`config.mk`:
```
export PLATFORM = sky130hd
export DESIGN_NAME = ptor_output_regs
export DESIGN_NICKNAME = d
export VERILOG_FILES = /design/src/ptor_pkg.sv /design/src/ptor_output_regs.sv
export SDC_FILE = /design/constraint.sdc
export NUM_CORES = 1
export LEC_CHECK = 0
export BUFFER_PORTS_ARGS = -buffer_cell sky130_fd_sc_hd__buf_2
export CAP_MARGIN = 20
export CELL_PAD_IN_SITES_DETAIL_PLACEMENT = 1
export CELL_PAD_IN_SITES_GLOBAL_PLACEMENT = 1
export CORE_ASPECT_RATIO = 1.2
export CORE_UTILIZATION = 30
export DETAILED_ROUTE_END_ITERATION = 6
export GPL_ROUTABILITY_DRIVEN = 0
export PLACE_DENSITY = 0.7
export SYNTH_ARGS = -nofsm -noshare
export SYNTH_HDL_FRONTEND = slang
export SYNTH_SLANG_ARGS = --single-unit
```
`constraint.sdc`:
```
create_clock -name sys_clk -period 2.3 [get_ports sys_clk]
set_clock_uncertainty 0.1 [all_clocks]
set_input_delay 0.23 -clock sys_clk [delete_from_list [all_inputs] [get_ports sys_clk]]
set_output_delay 0.23 -clock sys_clk [all_outputs]
set_load 0.005 [all_outputs]
```
`src/ptor_pkg.sv`:
```
package ptor_pkg;

    // register offsets on the internal register port
    localparam logic [7:0] PRESSURE_OFFSET_LOW_ADDR = 8'h18;
    localparam logic [7:0] PRESSURE_OFFSET_HIGH_ADDR = 8'h19;
    localparam logic [7:0] PRESSURE_RESULT_LOWEST_ADDR = 8'h28;
    localparam logic [7:0] PRESSURE_RESULT_MID_ADDR = 8'h29;
    localparam logic [7:0] PRESSURE_RESULT_HIGH_ADDR = 8'h2a;
    localparam logic [7:0] TEMPERATURE_RESULT_LOW_ADDR = 8'h2b;
    localparam logic [7:0] TEMPERATURE_RESULT_HIGH_ADDR = 8'h2c;
    localparam logic [7:0] SMOOTHING_FILTER_CLEAR_ADDR = 8'h33;

    // reset values, and the fixed read value of the clear register
    localparam logic [23:0] PRESSURE_RESET = 24'h000000;
    localparam logic [15:0] TEMPERATURE_RESET = 16'h0000;
    localparam logic [15:0] OFFSET_RESET = 16'h0000;
    localparam logic [7:0] READ_DATA_RESET = 8'h00;
    localparam logic [7:0] FILTER_CLEAR_READ_VALUE = 8'h00;

    // field positions inside the results
    localparam int PRESSURE_HIGH_MSB = 23;
    localparam int PRESSURE_HIGH_LSB = 16;
    localparam int TEMPERATURE_HIGH_MSB = 15;
    localparam int TEMPERATURE_HIGH_LSB = 8;

    // register access request from the serial front end
    typedef struct packed {
        logic rd;
        logic wr;
        logic [7:0] addr;
        logic [7:0] wdata;
    } ptor_req_t;

    // new sample from the measurement engine
    typedef struct packed {
        logic valid;
        logic [23:0] pressure;
        logic [15:0] temperature;
    } ptor_sample_t;

endpackage : ptor_pkg

```
`src/ptor_output_regs.sv`:
```
`timescale 1ns/1ps
// Notes on behaviour
// - pressure bits 23:16 read at 2Ah
// - temperature bits 7:0 read at 2Bh
// - temperature bits 15:8 read at 2Ch
// - temperature is 16-bit two's complement
// - reading 33h resets active smoothing filter
// - pressure 24-bit, three bytes from 28h
// - pressure equals measured minus offset when plain
module ptor_output_regs (
    input wire logic sys_clk,
    input wire logic rst,
    input ptor_pkg::ptor_req_t req,
    input ptor_pkg::ptor_sample_t sample,
    input wire logic diff_or_autoref_on,
    input wire logic filter_active,
    output logic [7:0] rdata,
    output logic rvalid,
    output logic filter_clear
);

    ////////////////////////////////////////////////////////////////////////
    // offset registers, written by the host and used by the subtraction
    logic [15:0] offset_q;
    logic [23:0] pressure_q;
    logic [15:0] temperature_q;
    logic [7:0] rdata_q;
    logic [7:0] rdata_d;
    logic rvalid_q;
    logic filter_clear_q;

    wire wr_off_lo = req.wr && req.addr == ptor_pkg::PRESSURE_OFFSET_LOW_ADDR;
    wire wr_off_hi = req.wr && req.addr == ptor_pkg::PRESSURE_OFFSET_HIGH_ADDR;

    // byte writes into the two halves of the offset
    always_ff @(posedge sys_clk)
    begin
        if (rst)
            offset_q <= ptor_pkg::OFFSET_RESET;
        else if (wr_off_lo)
            offset_q[7:0] <= req.wdata;
        else if (wr_off_hi)
            offset_q[15:8] <= req.wdata;
    end

    ////////////////////////////////////////////////////////////////////////
    // result capture; the offset is sign extended so a negative offset raises the result
    wire [23:0] offset_ext = {{8{offset_q[15]}}, offset_q};
    wire [23:0] pressure_adj = sample.pressure - offset_ext;
    wire [23:0] pressure_d = diff_or_autoref_on ? sample.pressure : pressure_adj;

    // results hold until the next valid sample, two's complement kept as is
    always_ff @(posedge sys_clk)
    begin
        if (rst)
        begin
            pressure_q <= ptor_pkg::PRESSURE_RESET;
            temperature_q <= ptor_pkg::TEMPERATURE_RESET;
        end
        else if (sample.valid)
        begin
            pressure_q <= pressure_d;
            temperature_q <= sample.temperature;
        end
    end

    ////////////////////////////////////////////////////////////////////////
    // read decode; unmapped addresses read zero
    always_comb
    begin
        case (req.addr)
            ptor_pkg::PRESSURE_OFFSET_LOW_ADDR: rdata_d = offset_q[7:0];
            ptor_pkg::PRESSURE_OFFSET_HIGH_ADDR: rdata_d = offset_q[15:8];
            ptor_pkg::PRESSURE_RESULT_LOWEST_ADDR: rdata_d = pressure_q[7:0];
            ptor_pkg::PRESSURE_RESULT_MID_ADDR: rdata_d = pressure_q[15:8];
            ptor_pkg::PRESSURE_RESULT_HIGH_ADDR:
                rdata_d = pressure_q[ptor_pkg::PRESSURE_HIGH_MSB:ptor_pkg::PRESSURE_HIGH_LSB];
            ptor_pkg::TEMPERATURE_RESULT_LOW_ADDR: rdata_d = temperature_q[7:0];
            ptor_pkg::TEMPERATURE_RESULT_HIGH_ADDR:
                rdata_d = temperature_q[ptor_pkg::TEMPERATURE_HIGH_MSB:ptor_pkg::TEMPERATURE_HIGH_LSB];
            ptor_pkg::SMOOTHING_FILTER_CLEAR_ADDR: rdata_d = ptor_pkg::FILTER_CLEAR_READ_VALUE;
            default: rdata_d = ptor_pkg::READ_DATA_RESET;
        endcase
    end

    // clear pulse only when the filter runs; a write to 33h never clears
    wire clear_hit = req.rd && req.addr == ptor_pkg::SMOOTHING_FILTER_CLEAR_ADDR && filter_active;

    // read data registered, answer one cycle after the request
    always_ff @(posedge sys_clk)
    begin
        if (rst)
        begin
            rdata_q <= ptor_pkg::READ_DATA_RESET;
            rvalid_q <= 1'b0;
            filter_clear_q <= 1'b0;
        end
        else
        begin
            rvalid_q <= req.rd;
            if (req.rd)
                rdata_q <= rdata_d;
            filter_clear_q <= clear_hit;
        end
    end

    assign rdata = rdata_q;
    assign rvalid = rvalid_q;
    assign filter_clear = filter_clear_q;

    ////////////////////////////////////////////////////////////////////////
    // checks; a read that meets a new sample in the same cycle returns the old
    // byte on purpose, so the byte checks leave that cycle out
    wire rd_clear_reg = req.rd && req.addr == ptor_pkg::SMOOTHING_FILTER_CLEAR_ADDR;
    wire wr_clear_reg = req.wr && req.addr == ptor_pkg::SMOOTHING_FILTER_CLEAR_ADDR;
    wire rd_offset_low = req.rd && !req.wr && req.addr == ptor_pkg::PRESSURE_OFFSET_LOW_ADDR;
    wire rd_press_lowest = req.rd && req.addr == ptor_pkg::PRESSURE_RESULT_LOWEST_ADDR && !sample.valid;
    wire rd_press_mid = req.rd && req.addr == ptor_pkg::PRESSURE_RESULT_MID_ADDR && !sample.valid;
    wire rd_press_high = req.rd && req.addr == ptor_pkg::PRESSURE_RESULT_HIGH_ADDR && !sample.valid;
    wire rd_temp_low = req.rd && req.addr == ptor_pkg::TEMPERATURE_RESULT_LOW_ADDR && !sample.valid;
    wire rd_temp_high = req.rd && req.addr == ptor_pkg::TEMPERATURE_RESULT_HIGH_ADDR && !sample.valid;

    // filter clear pulse follows only a read of the clear register
    chk_clear_on_read: assert property (@(posedge sys_clk) disable iff (rst)
        rd_clear_reg && filter_active
        |=> filter_clear)
        else $error("filter clear missing after read");
    chk_clear_idle_filter: assert property (@(posedge sys_clk) disable iff (rst)
        rd_clear_reg && !filter_active
        |=> !filter_clear)
        else $error("filter clear while filter stopped");
    chk_no_clear_write: assert property (@(posedge sys_clk) disable iff (rst)
        !rd_clear_reg
        |=> !filter_clear)
        else $error("filter clear without read");
    chk_clear_data: assert property (@(posedge sys_clk) disable iff (rst)
        rd_clear_reg
        |=> rdata == ptor_pkg::FILTER_CLEAR_READ_VALUE)
        else $error("filter clear register read data wrong");
    chk_clear_write_inert: assert property (@(posedge sys_clk) disable iff (rst)
        wr_clear_reg
        |=> $stable(offset_q))
        else $error("write to filter clear register changed state");

    // result bytes as the host sees them
    chk_press_lowest: assert property (@(posedge sys_clk) disable iff (rst)
        rd_press_lowest
        |=> rdata == pressure_q[7:0])
        else $error("pressure lowest byte wrong");
    chk_press_mid: assert property (@(posedge sys_clk) disable iff (rst)
        rd_press_mid
        |=> rdata == pressure_q[15:8])
        else $error("pressure mid byte wrong");
    chk_press_high: assert property (@(posedge sys_clk) disable iff (rst)
        rd_press_high
        |=> rdata == pressure_q[23:16])
        else $error("pressure high byte wrong");
    chk_temp_low: assert property (@(posedge sys_clk) disable iff (rst)
        rd_temp_low
        |=> rdata == temperature_q[7:0])
        else $error("temperature low byte wrong");
    chk_temp_high: assert property (@(posedge sys_clk) disable iff (rst)
        rd_temp_high
        |=> rdata == temperature_q[15:8])
        else $error("temperature high byte wrong");

    // capture of new samples and the offset path
    chk_temp_capture: assert property (@(posedge sys_clk) disable iff (rst)
        sample.valid
        |=> temperature_q == $past(sample.temperature))
        else $error("temperature not captured");
    chk_offset_sub: assert property (@(posedge sys_clk) disable iff (rst)
        sample.valid && !diff_or_autoref_on && !wr_off_lo && !wr_off_hi
        |=> pressure_q == 24'($past(sample.pressure) - {{8{offset_q[15]}}, offset_q}))
        else $error("pressure offset not subtracted");
    chk_plain_pressure: assert property (@(posedge sys_clk) disable iff (rst)
        sample.valid && diff_or_autoref_on
        |=> pressure_q == $past(sample.pressure))
        else $error("pressure changed while differential on");
    chk_results_hold: assert property (@(posedge sys_clk) disable iff (rst)
        !sample.valid
        |=> $stable(pressure_q) && $stable(temperature_q))
        else $error("results changed without a sample");
    chk_offset_low_write: assert property (@(posedge sys_clk) disable iff (rst)
        wr_off_lo
        |=> offset_q[7:0] == $past(req.wdata))
        else $error("offset low byte not written");
    chk_offset_high_write: assert property (@(posedge sys_clk) disable iff (rst)
        wr_off_hi
        |=> offset_q[15:8] == $past(req.wdata))
        else $error("offset high byte not written");
    chk_offset_read: assert property (@(posedge sys_clk) disable iff (rst)
        rd_offset_low
        |=> rdata == offset_q[7:0])
        else $error("offset low byte read wrong");

    // register port timing and reset
    chk_read_answer: assert property (@(posedge sys_clk) disable iff (rst)
        req.rd
        |=> rvalid)
        else $error("read not answered");
    chk_rvalid_single: assert property (@(posedge sys_clk) disable iff (rst)
        !req.rd
        |=> !rvalid)
        else $error("read answer without a read");
    chk_rdata_holds: assert property (@(posedge sys_clk) disable iff (rst)
        !req.rd
        |=> $stable(rdata))
        else $error("read data moved without a read");
    chk_reset_quiet: assert property (@(posedge sys_clk)
        rst
        |=> !rvalid && !filter_clear && rdata == ptor_pkg::READ_DATA_RESET)
        else $error("outputs not quiet after reset");

    // main scenarios
    cov_filter_clear: cover property (@(posedge sys_clk) disable iff (rst) filter_clear);
    cov_temp_read: cover property (@(posedge sys_clk) disable iff (rst)
        rd_temp_high ##1 rvalid);
    cov_sample_read: cover property (@(posedge sys_clk) disable iff (rst)
        sample.valid ##1 req.rd && req.addr == ptor_pkg::PRESSURE_RESULT_HIGH_ADDR);
    cov_clear_idle: cover property (@(posedge sys_clk) disable iff (rst) rd_clear_reg && !filter_active);
    cov_offset_used: cover property (@(posedge sys_clk) disable iff (rst)
        sample.valid && !diff_or_autoref_on && offset_q[15]);

endmodule : ptor_output_regs

```
Word level (Yosys, flattened, before mapping):

Index checks and enable logic that the tools add are counted.

* word-level logic and storage cells: 24
* bits in registers: 66
* output and inout bits: 10
* input bits: 63

* equal/unequal tests: 8
* multiplexer cells: 2
* reduce and logical (&&, ||, !) cells: 5
* add/subtract/negate cells: 1
* bitwise logic cells: 1

Operators with widths (count)
* one-hot mux 8 bit (7 select lines): 1
* == test 8 x 6 -> 1 bit, second input constant: 6
* 2-to-1 mux 24 bit: 1
* subtractor 24 bit: 1
* == test 8 x 5 -> 1 bit, second input constant: 2
* logical AND 1 bit: 4
* AND reduction 2 bit: 1
* inverter 1 bit: 1

Depth between registers and ports, before layout:

* word-level depth: 4
* mapped depth: 11
* depth with buffers taken out: 11

Least setup slack after synthesis:

No wires, ideal clock.

* path kind: register to register
* start point: register offset_q[0]
* end point: register pressure_q[22]
* period minus slack after synthesis: 2.576 ns
* cell stages (with the launch flop): 11
* required time: 2.114 ns
* buffers on the path: 0
* data arrival time: 2.391 ns
* library setup time: 0.086 ns
* path slack: -0.276 ns
* path through: dfxtp_1 ha_1 inv_1 fa_1 a21o_1 a221o_2 a221oi_4 o21ai_2 a211oi_2 xor2_1 a211oi_1

* cells in the longest elaborated chain, start to end: 2

RTL lines
* from (decl): RTL line ptor_output_regs.sv:24 `logic [15:0] offset_q;`
* from (signal assigned): RTL line ptor_output_regs.sv:39 `offset_q <= ptor_pkg::OFFSET_RESET;`
* from (signal assigned): RTL line ptor_output_regs.sv:41 `offset_q[7:0] <= req.wdata;`
* subtractor 24 bit: RTL line ptor_output_regs.sv:49 `wire [23:0] pressure_adj = sample.pressure - offset_ext;`
* 2-to-1 mux 24 bit: RTL line ptor_output_regs.sv:50 `wire [23:0] pressure_d = diff_or_autoref_on ? sample.pressure : pressure_adj;`
* to (signal assigned): RTL line ptor_output_regs.sv:57 `pressure_q <= ptor_pkg::PRESSURE_RESET;`
* to (signal assigned): RTL line ptor_output_regs.sv:62 `pressure_q <= pressure_d;`
* to (decl): RTL line ptor_output_regs.sv:25 `logic [23:0] pressure_q;`

No other way between the ends.
A chain may end at the register's enable or synchronous reset.

Worst setup path after layout:

Ends and elaborated chain as after synthesis.

==> flow_summary.yaml <==
synthesis:
  ys.flop_type: "dfxtp_1"
  yosys.cell_types.count: 52
  synth_largest_area_cell: "dfxtp_1"
  synth.ff_latch_count: 66
  synth_edf_count: 0
  muxShareOfSynthArea_pct: 11.6
  syn_nets: 608
  syn-cell-area_mm2: 0.00422
  yosys_warnings: 0
  synth_top_area_share_pct: 31.3
  synth-compound-area-share_pct: 23.2
  synthSimpleGateAreaFrac_pct: 17.7
  synthCells: 521
  yosys-top-cells-area: "dfxtp_1 (31%), mux2i_1 (9.2%), ha_1 (6.8%), a21oi_1 (5.5%), nor2_1 (5.3%)"
  synth_fa_ha_area_share_pct: 7.29
  ys_seq_area_share_pct: 31.3
  synth_top_family_by_area: "compound AO/OA/AOI/OAI gates"
  synth_most_common_cell: "dfxtp_1"
  synthArstFlopShare_pct: 0
  synth_commonest_cells: "dfxtp_1 (66), nor2_1 (60), nand2_1 (51)"
  synth-xor-area-share_pct: 4.56
  avgSynthCellArea_um2: 8.11
min_path:
  min_to: "filter_clear$_SDFF_PP0_"
  hp-class: "input port to flop"
  min-delay-start: "filter_active"
  whs_path_depth: 3
placed_design:
  post-place-ws_ns: -0.469
  post-dp-hpwl_mm: 11.8
  io_buffers: 72
  placedCellCount: 806
critical_path:
  r2r_start: "offset_q[0]$_SDFFE_PP0P_"
  critPathMaxFanout: 3
  worst_ep_required_time_ns: 2.42
  setup.worst_path.start_class: "flop"
  startpoint: "offset_q[0]$_SDFFE_PP0P_"
  r2r-end: "pressure_q[22]$_SDFFE_PP0P_"
  end_kind: "flop"
  cp.arrival_ns: 2.74
  r2r_slack_ns: -0.32
  crit_type: "flop to flop"
  reg2reg_depth: 10
die:
  core_area_mm2: 0.0138
  die_x_um: 110
  std_cell_rows: 47
  die_h_um: 132
  dieArea_mm2: 0.0146
  initial_core_util_pct: 30.7
  io_pins: 73
global_routing:
  gr-total-overflow: 0
  antenna_found_initial: 0
  grtUsageTotal_pct: 22.1
  grt_pass1_wl_mm: 24.5
  grt_pass1_vias: 4667
  grt_start_max_net_pins: 39
sta:
  fmax_mhz: 382
  setup_slack_ns: -0.319
  hold_viol: 0
  timing.hold.ws_ns: 0.0284
  layout_min_cycle_time_ns: 2.62
  timing.final.max_slew_violations: 0
  relSlewSlack_pct: 60.8
  finalCritPeriodShare_pct: 114
  rsz0062_at_grt: "yes"
  setup_viol: 9
  tightestPinTransition_ns: 0.587
clock_tree:
  cts_buffers: 9
  holdBufCountCts: 0
  clockBufferDepth: 2
  insertion_delay_ns: 0.34
  clock-sinks: 66
  htreeDepth: 3
  cts_tree: "built"
  root_buffer: "clkbuf_16"
  clkTransAtPathRegs_ns: 0.06
power_and_ir_drop:
  finalPower_w: 0.00329
  vdd_drop_max_uv: 580
  power-per-cell-area_mw_per_mm2: 557
  p_leak_nw: 2.53
layout:
  drive_gt1_share_pct: 34.7
  fill_cells: 1659
  multi_input_area_mm2: 0.00300
  fin_cells: 833
  area_growth_pct: 39.8
  diodes: 0
  nets: 744
  ff_latch_area_mm2: 0.00133
outcome:
  violations: "negative setup slack"
  outcome: "finished, violations left"
drt:
  wl_per_cell_um: 18.7
  drt_pass1_iterations: 4
  drtAntennaViolNets: 0
  routed_wl_mm: 15.6
  drc: 0
  via_per_inst: 5.33
  via_count: 4444
  dr.first_iter.drc_count: 198
job:
  cap_violations: 0
per-layer routing:
| metal | GRT usage [%] | vias up | part of all wire [%] |
|---|---|---|---|
| met3 | 3.31 | 33 | 3.0 |
| met5 | 0 | - | 0 |
| li1 | - | 2141 | - |
| met1 | 26.2 | 2170 | 42 |
| met4 | 10.9 | 0 | 4.0 |
| met2 | 38.1 | 100 | 51 |
cells by family after synthesis:
group,count (synthesis)
AOI/OAI and AO/OA,149
xor gates and xnor gates,22
and+or+nand+nor,163
DFF,66
adders and majority gates,24
muxes,48
buffers and inverters,49
sequential cells by signal (all words and copies together) (netlist names):
| signal | count |
|---|---|
| temperature_q | 16 |
| offset_q | 16 |
| pressure_q | 24 |
| filter_clear | 1 |
| rdata | 8 |
| rvalid | 1 |
power by group:
part / internal [W] / total (W) / switching, W
Combinational: 0.000302 / 0.000654 / 0.000352
Clock: 0.000898 / 0.00140 / 0.000505
Sequential: 0.00120 / 0.00123 / 0.0000372
Total: 0.00240 / 0.00329 / 0.000894
layout make-up:
cell class | count | share of cell area (%)
clock inverter | 2 | 0.593
timing repair buffer | 152 | 16.7
clock buffer | 14 | 4.47
sequential | 66 | 22.5
multi-input combinational | 406 | 50.8
inverter | 22 | 1.40
tap | 171 | 3.62
worst max path at each step:
stage / end / slack (ns)
finish: pressure_q[22]$_SDFFE_PP0P_ / -0.32
global route: pressure_q[22]$_SDFFE_PP0P_ / -0.42
CTS: pressure_q[22]$_SDFFE_PP0P_ / -0.29
detailed placement: pressure_q[22]$_SDFFE_PP0P_ / -0.47
global placement: pressure_q[22]$_SDFFE_PP0P_ / -0.40
floorplan: pressure_q[22]$_SDFFE_PP0P_ / -0.20
per-stage QoR:
stage	setup TNS, ns	utilization (%)	area (µm²)
finish	-1.99	42.9	5910
detailed placement	-3.39	38.1	5240
global placement	-2.64	38.1	5240
floorplan	-0.586	-	4240
global route	-3.12	42.9	5910
CTS	-1.84	41.2	5670
what timing repair did:
item                                   4_1_cts  5_1_grt
cloned                                       0        0
setup buffers                                7        6
pin swaps                                   22       27
endpoints found under the hold margin        0        0
resized for setup                           20       43
setup endpoints to repair                   15       18
critical path, stage by stage, from the launching register on:
cell      delay, ns
dfxtp_2        0.35
ha_4           0.14
inv_2          0.04
fa_2           0.33
a21o_1         0.18
a221o_2        0.40
a221oi_4       0.32
o21ai_2        0.14
a211oi_2       0.22
xor2_1         0.19
a211oi_2       0.09
placed cells by master (no fill, tap or decap), types with 8 or more instances in the layout:
master	n
a21oi_1	40
a211oi_1	9
o21ai_0	18
o211ai_1	8
buf_4	76
nor2_1	59
xor2_1	13
buf_2	72
mux2_2	8
o21ai_1	8
inv_1	18
clkbuf_16	9
mux2i_1	39
nand2_1	50
ha_1	15
a22oi_1	8
dfxtp_1	62
nor2b_1	9
Power figures use the tool's default switching activity.
